`src/logic/lpm_pkg.sv`:
```
/*
 * lpm_pkg: mode codes, clock codes and register map of the mode controller.
 * assumes: referenced as lpm_pkg::name.
 */
package lpm_pkg;
    // system power modes, ordered from most to least active
    typedef enum logic [2:0] {
        LPM_RUN    = 3'h0,
        LPM_SLEEP  = 3'h1,
        LPM_LPRUN  = 3'h2,
        LPM_LPSLP  = 3'h3,
        LPM_STOP0  = 3'h4,
        LPM_STOP1  = 3'h5,
        LPM_STBY   = 3'h6,
        LPM_SHUT   = 3'h7
    } lpm_mode_t;

    // system clock source after wake
    localparam logic [1:0] CLK_M4      = 2'h0;
    localparam logic [1:0] CLK_F16     = 2'h1;
    localparam logic [1:0] CLK_MHI     = 2'h2;

    // register byte offsets
    localparam logic [7:0] OFF_CTRL    = 8'h00;
    localparam logic [7:0] OFF_WAKECFG = 8'h04;
    localparam logic [7:0] OFF_IOPULL  = 8'h08;
    localparam logic [7:0] OFF_STATUS  = 8'h0c;

    // ctrl fields
    localparam int CTRL_MODE_LSB   = 0;
    localparam int CTRL_STOPCLK    = 4;
    localparam int CTRL_RTC_KEEP   = 5;
    localparam int CTRL_SRAM_RET   = 6;
    localparam int CTRL_SLOW_KEEP  = 7;
    // wakecfg fields
    localparam int WK_POL0         = 0;
    localparam int WK_POL1         = 1;
    localparam logic [31:0] CTRL_RESET = 32'h0000_0000;

    // settle time of a regulator change, ns
    localparam int REG_SETTLE_NS   = 100;
    localparam int CLK_PERIOD_NS   = 20;
    localparam int REG_SETTLE_CYC  = (REG_SETTLE_NS + CLK_PERIOD_NS - 1) / CLK_PERIOD_NS;
endpackage : lpm_pkg

```
`src/logic/lpm_ctrl.sv`:
```
/*
 * lpm_ctrl: low-power mode controller with axi4-lite registers.
 * assumes: inputs synchronous to aclk; wake sources are pulses or levels.
 */
`timescale 1ns/1ps
module lpm_ctrl #(
    parameter int IO_COUNT = 16
) (
    input  wire logic             aclk,
    input  wire logic             aresetn,
    // axi4-lite slave
    input  wire logic [7:0]       s_axi_awaddr,
    input  wire logic             s_axi_awvalid,
    output logic                  s_axi_awready,
    input  wire logic [31:0]      s_axi_wdata,
    input  wire logic [3:0]       s_axi_wstrb,
    input  wire logic             s_axi_wvalid,
    output logic                  s_axi_wready,
    output logic [1:0]            s_axi_bresp,
    output logic                  s_axi_bvalid,
    input  wire logic             s_axi_bready,
    input  wire logic [7:0]       s_axi_araddr,
    input  wire logic             s_axi_arvalid,
    output logic                  s_axi_arready,
    output logic [31:0]           s_axi_rdata,
    output logic [1:0]            s_axi_rresp,
    output logic                  s_axi_rvalid,
    input  wire logic             s_axi_rready,
    // processor and radio side
    input  wire logic             wait_entry,
    input  wire logic             wake_event,
    input  wire logic [2:0]       radio_mode_req,
    input  wire logic             radio_in_use,
    input  wire logic             periph_hsi_req,
    // always-on wake sources and supply status
    input  wire logic             external_reset_pin,
    input  wire logic             independent_watchdog_reset,
    input  wire logic [1:0]       wakeup_pin_event,
    input  wire logic             rtc_event,
    input  wire logic             oscillator_failure_detector,
    input  wire logic             supply_stable,
    // power and clock controls
    output logic                  main_regulator_en,
    output logic                  low_power_regulator_en,
    output logic                  core_supply_domain_on,
    output logic                  brownout_monitor_en,
    output logic                  app_clk_en,
    output logic                  app_clk_cap_2mhz,
    output logic                  internal_16mhz_oscillator_en,
    output logic                  low_speed_osc_en,
    output logic                  rtc_en,
    output logic [1:0]            sysclk_sel,
    output logic                  memory_bank_one_ret,
    output logic                  memory_bank_two_a_ret,
    output logic                  memory_bank_two_b_ret,
    output logic                  regs_retained,
    output logic                  radio_wait_en,
    output logic [2*IO_COUNT-1:0] io_pull,
    output logic [2:0]            eff_mode
);
    typedef enum logic [1:0] {LPM_SQ_IDLE, LPM_SQ_SUPPLY, LPM_SQ_CLOCK} lpm_seq_t;

    logic [31:0]            ctrl_q;
    logic [1:0]             wkpol_q;
    logic [2*IO_COUNT-1:0]  iopull_q;
    logic [2:0]             cpu_mode_q;
    logic [2:0]             eff_q;
    logic [1:0]             wkprev_q;
    lpm_seq_t               seq_q;
    logic [7:0]             cnt_q;
    logic                   aw_hold_q, w_hold_q;
    logic [7:0]             awaddr_q;
    logic [31:0]            wdata_q;

    // write channel: accept address and data in either order
    wire aw_take  = s_axi_awvalid && s_axi_awready;
    wire w_take   = s_axi_wvalid && s_axi_wready;
    wire wr_fire  = (aw_hold_q || aw_take) && (w_hold_q || w_take) && !s_axi_bvalid;
    wire [7:0]  wr_addr = aw_hold_q ? awaddr_q : s_axi_awaddr;
    wire [31:0] wr_data = w_hold_q ? wdata_q : s_axi_wdata;
    wire wr_ctrl  = wr_fire && wr_addr == lpm_pkg::OFF_CTRL;
    wire wr_wkcfg = wr_fire && wr_addr == lpm_pkg::OFF_WAKECFG;
    wire wr_iop   = wr_fire && wr_addr == lpm_pkg::OFF_IOPULL;
    wire wr_ok    = wr_ctrl || wr_wkcfg || wr_iop;

    // byte-lane merge for ctrl
    wire [31:0] strb_mask = {{8{s_axi_wstrb[3]}}, {8{s_axi_wstrb[2]}}, {8{s_axi_wstrb[1]}}, {8{s_axi_wstrb[0]}}};
    wire [31:0] ctrl_d    = (ctrl_q & ~strb_mask) | (wr_data & strb_mask);
    wire [2:0]  sel_mode  = ctrl_q[lpm_pkg::CTRL_MODE_LSB +: 3];

    // wake detection with per-pin polarity
    wire [1:0] pin_rise = wakeup_pin_event & ~wkprev_q;
    wire [1:0] pin_fall = ~wakeup_pin_event & wkprev_q;
    wire [1:0] pin_edge = (wkpol_q & pin_fall) | (~wkpol_q & pin_rise);
    wire stby_wake = external_reset_pin || independent_watchdog_reset || (|pin_edge)
                     || rtc_event || oscillator_failure_detector;
    wire shut_wake = external_reset_pin || (|pin_edge) || rtc_event;
    wire in_stop   = eff_q == lpm_pkg::LPM_STOP0 || eff_q == lpm_pkg::LPM_STOP1;
    wire in_off    = eff_q == lpm_pkg::LPM_STBY || eff_q == lpm_pkg::LPM_SHUT;
    wire wake_now  = (eff_q == lpm_pkg::LPM_STBY) ? stby_wake :
                     (eff_q == lpm_pkg::LPM_SHUT) ? shut_wake : wake_event;

    // cpu requested mode: entry on wait, exit on wake; lp run entered and left by ctrl write
    logic [2:0] cpu_mode_d;
    always_comb begin
        cpu_mode_d = cpu_mode_q;
        if (cpu_mode_q != lpm_pkg::LPM_RUN && cpu_mode_q != lpm_pkg::LPM_LPRUN) begin
            if (wake_now) begin
                // lp sleep returns to lp run, everything else to run
                cpu_mode_d = (cpu_mode_q == lpm_pkg::LPM_LPSLP) ? lpm_pkg::LPM_LPRUN
                                                                : lpm_pkg::LPM_RUN;
            end
        end else if (wait_entry) begin
            if (sel_mode == lpm_pkg::LPM_LPSLP) begin
                // lp sleep refused unless already in lp run
                if (cpu_mode_q == lpm_pkg::LPM_LPRUN) cpu_mode_d = sel_mode;
            end else if (sel_mode != lpm_pkg::LPM_LPRUN) begin
                cpu_mode_d = sel_mode;
            end
        end else if (sel_mode == lpm_pkg::LPM_LPRUN && cpu_mode_q == lpm_pkg::LPM_RUN) begin
            cpu_mode_d = sel_mode; // lp run needs no wait instruction
        end else if (sel_mode == lpm_pkg::LPM_RUN && cpu_mode_q == lpm_pkg::LPM_LPRUN) begin
            cpu_mode_d = sel_mode;
        end
    end

    // higher of the two requests; lower code is more active
    wire [2:0] target = (cpu_mode_q < radio_mode_req) ? cpu_mode_q : radio_mode_req;

    // derived controls for the target mode
    wire t_main  = target == lpm_pkg::LPM_RUN || target == lpm_pkg::LPM_SLEEP
                   || target == lpm_pkg::LPM_STOP0;
    wire t_lp    = target == lpm_pkg::LPM_LPRUN || target == lpm_pkg::LPM_LPSLP
                   || target == lpm_pkg::LPM_STOP1
                   || (target == lpm_pkg::LPM_STBY && ctrl_q[lpm_pkg::CTRL_SRAM_RET]);
    wire t_core  = !(target == lpm_pkg::LPM_STBY || target == lpm_pkg::LPM_SHUT);
    wire t_clk   = target == lpm_pkg::LPM_RUN || target == lpm_pkg::LPM_LPRUN;
    wire t_ret   = t_core || (target == lpm_pkg::LPM_STBY && ctrl_q[lpm_pkg::CTRL_SRAM_RET]);
    wire chg     = target != eff_q;
    wire cnt_done = cnt_q == 8'(lpm_pkg::REG_SETTLE_CYC);

    // wake clock choice
    wire [1:0] stop_clk = (radio_in_use || !ctrl_q[lpm_pkg::CTRL_STOPCLK]) ? lpm_pkg::CLK_F16
                                                                          : lpm_pkg::CLK_MHI;
    wire [1:0] wake_clk = (eff_q == lpm_pkg::LPM_SHUT) ? lpm_pkg::CLK_M4 :
                          (eff_q == lpm_pkg::LPM_STBY) ? lpm_pkg::CLK_F16 :
                          in_stop ? stop_clk : sysclk_sel;

    // register file and bus
    always_ff @(posedge aclk) begin
        if (!aresetn) begin
            ctrl_q   <= lpm_pkg::CTRL_RESET;
            wkpol_q  <= 2'h0;
            iopull_q <= '0;
        end else begin
            if (wr_ctrl) ctrl_q <= ctrl_d;
            if (wr_wkcfg) wkpol_q <= wr_data[lpm_pkg::WK_POL1:lpm_pkg::WK_POL0];
            if (wr_iop) iopull_q <= wr_data[2*IO_COUNT-1:0];
        end
    end

    // write handshake
    always_ff @(posedge aclk) begin
        if (!aresetn) begin
            aw_hold_q <= 1'b0;
            w_hold_q  <= 1'b0;
            awaddr_q  <= 8'h00;
            wdata_q   <= 32'h0000_0000;
            s_axi_bvalid <= 1'b0;
            s_axi_bresp  <= 2'h0;
        end else begin
            if (aw_take) begin
                aw_hold_q <= 1'b1;
                awaddr_q  <= s_axi_awaddr;
            end
            if (w_take) begin
                w_hold_q <= 1'b1;
                wdata_q  <= s_axi_wdata;
            end
            if (wr_fire) begin
                aw_hold_q <= 1'b0;
                w_hold_q  <= 1'b0;
                s_axi_bvalid <= 1'b1;
                s_axi_bresp  <= wr_ok ? 2'h0 : 2'h2;
            end else if (s_axi_bvalid && s_axi_bready) begin
                s_axi_bvalid <= 1'b0;
            end
        end
    end
    assign s_axi_awready = !aw_hold_q && !s_axi_bvalid;
    assign s_axi_wready  = !w_hold_q && !s_axi_bvalid;

    // read channel; one-cycle answer
    wire rd_take = s_axi_arvalid && s_axi_arready;
    wire [31:0] status_word = {22'h0, seq_q, cpu_mode_q, eff_q, 2'h0} | {30'h0, sysclk_sel};
    wire [31:0] rd_word =
        (s_axi_araddr == lpm_pkg::OFF_CTRL)    ? ctrl_q :
        (s_axi_araddr == lpm_pkg::OFF_WAKECFG) ? {30'h0, wkpol_q} :
        (s_axi_araddr == lpm_pkg::OFF_IOPULL)  ? 32'(iopull_q) :
        (s_axi_araddr == lpm_pkg::OFF_STATUS)  ? status_word : 32'h0;
    wire rd_ok = s_axi_araddr == lpm_pkg::OFF_CTRL || s_axi_araddr == lpm_pkg::OFF_WAKECFG
                 || s_axi_araddr == lpm_pkg::OFF_IOPULL || s_axi_araddr == lpm_pkg::OFF_STATUS;
    assign s_axi_arready = !s_axi_rvalid;
    always_ff @(posedge aclk) begin
        if (!aresetn) begin
            s_axi_rvalid <= 1'b0;
            s_axi_rdata  <= 32'h0000_0000;
            s_axi_rresp  <= 2'h0;
        end else if (rd_take) begin
            s_axi_rvalid <= 1'b1;
            s_axi_rdata  <= rd_word;
            s_axi_rresp  <= rd_ok ? 2'h0 : 2'h2;
        end else if (s_axi_rready) begin
            s_axi_rvalid <= 1'b0;
        end
    end

    // mode requests and wake edge memory
    always_ff @(posedge aclk) begin
        if (!aresetn) begin
            cpu_mode_q <= lpm_pkg::LPM_RUN;
            wkprev_q   <= 2'h0;
        end else begin
            cpu_mode_q <= cpu_mode_d;
            wkprev_q   <= wakeup_pin_event;
        end
    end

    // transition sequencer: clock off, supply change, wait settle, then clock on for run and lp run targets
    always_ff @(posedge aclk) begin
        if (!aresetn) begin
            seq_q <= LPM_SQ_IDLE;
            cnt_q <= 8'h00;
            eff_q <= lpm_pkg::LPM_RUN;
            app_clk_en <= 1'b1;
            main_regulator_en <= 1'b1;
            low_power_regulator_en <= 1'b0;
            core_supply_domain_on <= 1'b1;
            sysclk_sel <= lpm_pkg::CLK_M4;
        end else begin
            unique case (seq_q)
                LPM_SQ_IDLE: if (chg) begin
                    app_clk_en <= 1'b0;
                    seq_q <= LPM_SQ_SUPPLY;
                end
                LPM_SQ_SUPPLY: begin
                    main_regulator_en      <= t_main;
                    low_power_regulator_en <= t_lp;
                    core_supply_domain_on  <= t_core;
                    // exit clock only when leaving a stop or off mode
                    if (in_stop || in_off) begin
                        sysclk_sel <= wake_clk;
                    end
                    cnt_q <= 8'h00;
                    seq_q <= LPM_SQ_CLOCK;
                end
                LPM_SQ_CLOCK: begin
                    if (!cnt_done) cnt_q <= cnt_q + 8'h01;
                    if (cnt_done && supply_stable) begin
                        eff_q <= target;
                        app_clk_en <= t_clk;
                        seq_q <= LPM_SQ_IDLE;
                    end
                end
            endcase
        end
    end

    // per-mode static outputs
    always_ff @(posedge aclk) begin
        if (!aresetn) begin
            brownout_monitor_en <= 1'b1;
            app_clk_cap_2mhz <= 1'b0;
            internal_16mhz_oscillator_en <= 1'b1;
            low_speed_osc_en <= 1'b1;
            rtc_en <= 1'b1;
            memory_bank_one_ret <= 1'b1;
            memory_bank_two_a_ret <= 1'b1;
            memory_bank_two_b_ret <= 1'b1;
            regs_retained <= 1'b1;
            radio_wait_en <= 1'b1;
            io_pull <= '0;
        end else begin
            brownout_monitor_en <= eff_q != lpm_pkg::LPM_SHUT;
            app_clk_cap_2mhz <= eff_q == lpm_pkg::LPM_LPRUN || eff_q == lpm_pkg::LPM_LPSLP;
            // stop gates the fast oscillator unless a peripheral wants it
            internal_16mhz_oscillator_en <= in_stop ? periph_hsi_req : !in_off;
            low_speed_osc_en <= eff_q != lpm_pkg::LPM_SHUT || ctrl_q[lpm_pkg::CTRL_SLOW_KEEP];
            rtc_en <= !(in_stop || in_off) || ctrl_q[lpm_pkg::CTRL_RTC_KEEP];
            memory_bank_one_ret <= t_ret;
            memory_bank_two_a_ret <= t_ret;
            memory_bank_two_b_ret <= t_ret;
            regs_retained <= t_core;
            radio_wait_en <= in_stop || !(eff_q == lpm_pkg::LPM_LPRUN || eff_q == lpm_pkg::LPM_LPSLP);
            io_pull <= in_off ? iopull_q : '0;
        end
    end
    assign eff_mode = eff_q;
endmodule : lpm_ctrl

```
`config.mk`:
```
export PLATFORM = sky130hd
export DESIGN_NAME = lpm_ctrl
export DESIGN_NICKNAME = d
export VERILOG_FILES = /design/src/logic/lpm_pkg.sv /design/src/logic/lpm_ctrl.sv
export SDC_FILE = /design/constraint.sdc
export NUM_CORES = 1
export LEC_CHECK = 0
export BUFFER_PORTS_ARGS = -buffer_cell sky130_fd_sc_hd__buf_2
export CORE_MARGIN = 5
export CORE_UTILIZATION = 40
export DETAILED_ROUTE_END_ITERATION = 10
export PLACE_DENSITY = 0.6
export SLEW_MARGIN = 10
export SYNTH_ARGS = -nofsm -noshare
export SYNTH_HDL_FRONTEND = slang
export SYNTH_SLANG_ARGS = --single-unit
```
`constraint.sdc`:
```
create_clock -name aclk -period 6.4 [get_ports aclk]
set_input_delay 1.28 -clock aclk [delete_from_list [all_inputs] [get_ports aclk]]
set_output_delay 1.28 -clock aclk [all_outputs]
set_load 0.05 [all_outputs]
```
* Yosys cells after proc, flatten, opt, wreduce, memory -nomap -nowiden
Cells that the tools add are included.
Word-level totals: register bits 210, latch bits 0, bits in writable memories 0, memory bits (read-only) 0, input bits 73, output and inout port bits 92, word-level logic and storage cells 195, memories kept 0
Cells by class: $add $sub $neg 1, multipliers 0, divide/modulo/power cells 0, magnitude comparators 1, eq/ne operators 35, shift operators 0, multiplexer cells 37, bitwise operators 14, reductions and logical operators 76
Operators by type and width (number):
- $mux 32 | 4
- $and 32x32->32 | 2
- $not 32->32 | 1
- $or 32x32->32 | 1
- $logic_or 1x1->1 | 29
- $mux 3 | 9
- $eq 3x2->1 const B | 8
- $eq 3x3->1 const B | 8
- $eq 8x3->1 const B | 3
- $eq 8x4->1 const B | 3
- $mux 2 | 9
- $logic_and 1x1->1 | 16
- $logic_not 8->1 | 2
- $mux 8 | 2
- $pmux 8 s2 | 1
- $mux 10 | 1
- $or 10x2->10 | 1
- $logic_not 1->1 | 9
- $logic_not 3->1 | 3
- $mux 1 | 9
- $add 8x1->8 const B | 1
- $and 2x2->2 | 4
- $ne 2x2->1 const B | 4
- $reduce_and 2->1 | 4
- 21 further kinds | 30

* Longest topological paths before layout
depth after elaboration 11, gate-level depth with buffers 8, gate-level depth less buffers 8

* Least setup slack after synthesis
OpenSTA, ideal clock, no wires.
path kind input port to flip-flop, from input port s_axi_awaddr[0], to register iopull_q[21], library setup time 0.134 ns, arrival time 2.851 ns, data required time 6.266 ns, path slack 3.415 ns, stages 7, cells stage by stage or3_1 -> a211o_1 -> nand2b_1 -> nor3b_2 -> buf_2 -> buf_4 -> a211oi_1
On the way: longest elaborated chain between the ends 3
RTL lines:
- start, declared | RTL line lpm_ctrl.sv:12 | input wire logic [7:0] s_axi_awaddr,
- $mux 8 | RTL line lpm_ctrl.sv:79 | wire [7:0] wr_addr = aw_hold_q ? awaddr_q : s_axi_awaddr;
- $eq 8x4->1 | RTL line lpm_ctrl.sv:83 | wire wr_iop = wr_fire && wr_addr == lpm_pkg::OFF_IOPULL;
- $logic_and 1x1->1 | RTL line lpm_ctrl.sv:83
- end signal, assigned | RTL line lpm_ctrl.sv:158 | if (wr_iop) iopull_q <= wr_data[2*IO_COUNT-1:0];
- end, declared | RTL line lpm_ctrl.sv:65 | logic [2*IO_COUNT-1:0] iopull_q;
Every way passes these cells. A chain may end at the register's enable or synchronous reset.

* Worst setup path in the final report
from input port s_axi_awaddr[4], to register iopull_q[31]
The elaborated chain is that of the path after synthesis.

==> metrics.md <==
| Metric | Value |
|---|---|
| Status | `completed` |
| Yosys top cell by area | `dfxtp_1` |
| Skew-Pair Late Insertion Delay | `0.49 ns` |
| Yosys warns | `0` |
| Drc violations | `0` |
| Worst-path clk slew | `0.06 ns` |
| CP Data Required Time | `slightly below 7 ns` |
| Post-DRT Antenna Nets | `0` |
| Worst Max-Slew Pin Slew | `between 1 and 1.5 ns` |
| Post-CTS Repair Setup Buffers | `0` |
| Critical path launch point type | `input pin` |
| Maximum Capacitance Violations | `0` |
| Htree depth | `1` |
| Flops & latches, synth | `208` |
| Fin area | `approximately 10000 µm²` |
| Setup TNS | `0 ns` |
| Final Wtd Congestion | `between 0.7 and 0.8` |
| Clock Skews | `about 0.0056 ns` |
| Via count | `6706` |
| Leak | `just over 0.004 µW` |
| Share of cells above drive strength 1 | `between 20% and 30%` |
| RSZ-0062 raised after global routing | `false` |
| Worst path slowest cell | `nor3b_4` |
| Cell variety after synth | `53` |
| EDFF count, synth | `0` |
| Die width | `153.8 µm` |
| Placed cell areas | `9214 µm²` |
| Max Slew Vio Count | `0` |
| Hold Buf Count CTS | `0` |
| Main combinational cell family by area after synthesis | `simple AND/OR/NAND/NOR gates` |
| Total Wirelength | `around 22000 µm` |
| Setup Crit Path Kind | `input pin to flop` |
| Maximum clock path buffer count | `3` |
| Post-Syn Instances | `901` |
| Total grt overflow | `0` |
| Count leader, synth | `dfxtp_1` |
| Largest net degree at the start of global routing | `78` |
| Die ar. | `approximately 24000 µm²` |
| Area Growth Syn to Fin | `20.40%` |
| Layout Nets | `roughly 1.1k` |
| Pre-CTS setup slack | `2.234 ns` |
| Total CTS buffers | `23` |
| Achievable Freq | `around 280 MHz` |
| Ordered list of cells on the worst path | `buf_2 > or4_1 > o22ai_1 > nand2b_1 > nor3b_4 > buf_4 > mux2i_1 > nor2_1` |
| DR vias/cell | `5.107` |
| Aggregate global-route resource usage | `17.50%` |
| First-pass GRT wire length | `about 34000 µm` |
| Vias in the first global route | `6324` |
| Final min period | `roughly 3.6 ns` |
| CP arrival | `roughly 4.0 ns` |
| CTS tree | `yes` |
| Initial antenna violation count | `5` |
| Synth top area share | `approximately 50%` |
| Setup violators final | `0` |
| Worst vdd ir | `between 0.00015 and 0.0002 V` |
| Final hold violations | `0` |
| Core Area | `just over 20000 µm²` |
| Post-synthesis simple-gate area fraction | `about a fifth` |
| Dominant cells by area after synthesis | `dfxtp_1 (50%), mux2i_1 (5.9%), nand2_1 (5.0%)` |
| CP max stage delay | `around 0.9 ns` |
| Starting Density | `between 40% and 50%` |
| Post-route setup slack | `between 2 and 3 ns` |
| Port bufs | `approximately 160` |
| HPWL Detailed | `14110 µm` |
| Die H | `roughly 150 µm` |
| Sink Count | `208` |
| Layout fillers | `2010` |
| Main synth FF type | `dfxtp_1` |
| Worst hold slack | `between 0.4 and 0.5 ns` |
| Multiplexer share of the synthesized area | `between 10% and 20%` |
| Clock root cell | `clkbuf_16` |
| Register area share after synthesis | `roughly 50%` |
| Synth Area per Inst | `approximately 9.2 µm²` |
| HP Class | `flop to flop` |
| Synth Area in XOR/XNOR | `less than 1%` |
| # IOs | `~170` |
| Synth Area in Adders | `under 10%` |
| Drt first pass iters | `6` |
| Commonest cells post-synth | `dfxtp_1 (208), nand2_1 (111), nor2_1 (100), a21oi_1 (56), clkbuf_1 (50)` |
| Synth Area in Compound Gates | `about 15%` |
| Initial DRC count | `slightly below 400` |
| Crit end category | `flop` |
| Post-CTS sizing | `0` |
| Tcrit/Tclk final | `between 50% and 60%` |
| Post-synth ARST share | `0%` |
| FP Rows | `52` |
| CP Max Fanout | `33` |
| Routed wire per std cell | `16.41 µm` |
| Slew HR | `27.69%` |
| Netlist Area Pre-Place | `between 8000 and 9000 µm²` |
| P per Cell Area | `approximately 300 nW/µm²` |
## final timing paths
| check | slack, ns | end | depth (start not counted) | startpoint |
|---|---|---|---|---|
| worst min-delay path | 0.45 | wdata_q[23]$_SDFFE_PN0P_ | 2 | wdata_q[23]$_SDFFE_PN0P_ |
| worst min register to register | 0.45 | wdata_q[23]$_SDFFE_PN0P_ | 2 | wdata_q[23]$_SDFFE_PN0P_ |
| worst max register to register | 3.01 | iopull_q[31]$_SDFFE_PN0P_ | 8 | w_hold_q$_SDFFE_PP0P_ |
| worst max-delay path | 2.79 | iopull_q[31]$_SDFFE_PN0P_ | 8 | s_axi_awaddr[4] |
## per-stage QoR
step           power (µW)  utilization, %  cells
2_1_floorplan        1609               -    902
3_3_place_gp         1699           45.39   1274
3_5_place_dp         1701           45.39   1274
4_1_cts              3002           49.03   1312
5_1_grt              3091           49.04   1313
6_report             2964           49.04   1313
## critical path, delay by kind of cell
family | cells | cell delay [ns]
AO/OA/AOI/OAI | 1 | 0.23
buffers and inverters | 2 | 0.61
multiplexers | 1 | 0.23
AND/OR/NAND/NOR | 4 | 1.61
## layer usage
metal / part of all wire, % / track usage [%] / wire length [µm]
met5: 0.18 / 0 / 39
met2: 46 / 28.43 / 9972
met1: 47 / 24.12 / 10040
met4: 2.0 / 4.205 / 421
met3: 5.0 / 3.429 / 1074
## layout make-up
class | instances | area [µm²] | area share [%]
Antenna cell | 1 | 2.502 | 0.02514
Clock buffer | 33 | 663.1 | 6.662
Clock inverter | 5 | 75.07 | 0.7541
Inverter | 12 | 47.55 | 0.4776
Multi-Input combinational cell | 613 | 3785 | 38.02
Sequential cell | 208 | 4165 | 41.84
Tap cell | 270 | 337.8 | 3.394
Timing Repair Buffer | 171 | 878.3 | 8.824
## cell families after synthesis
group	count (synthesis)
compound gates	184
xor+xnor	6
fa+ha+maj	8
buf+inv	81
flops	208
mux	81
other cells	1
simple gates	332
## cells in the final DEF, fill, tap and decap left out, types with 3 or more instances in the layout
cell type,synthesis,routed
a211oi_1,30,30
a21o_1,3,3
a21oi_1,56,56
a22oi_1,34,34
and2_1,39,39
and3_1,4,4
buf_2,9,162
buf_4,5,9
clkbuf_1,50,5
clkbuf_16,0,23
clkbuf_8,0,5
clkinv_2,0,3
dfxtp_1,208,207
ha_1,8,8
inv_1,11,11
mux2_2,30,30
mux2i_1,49,49
nand2_1,111,111
nand2_2,4,4
nand2b_1,6,6
nand3_1,36,36
nand3b_1,4,4
nor2_1,100,100
nor3_1,9,8
nor4_1,3,3
o21ai_0,17,17
o22ai_1,5,5
o31ai_1,27,27
xor2_1,4,4
## power by group
| part | switching [µW] | internal, µW | total [µW] | leakage, µW |
|---|---|---|---|---|
| Clock | 499 | 793 | 1290 | 0.000365 |
| Sequential | 23.2 | 1330 | 1360 | 0.00168 |
| Combinational | 211 | 106 | 317 | 0.00200 |
| Total | 733 | 2230 | 2960 | 0.00405 |
Note: power is estimated with default switching activity, not from simulation.
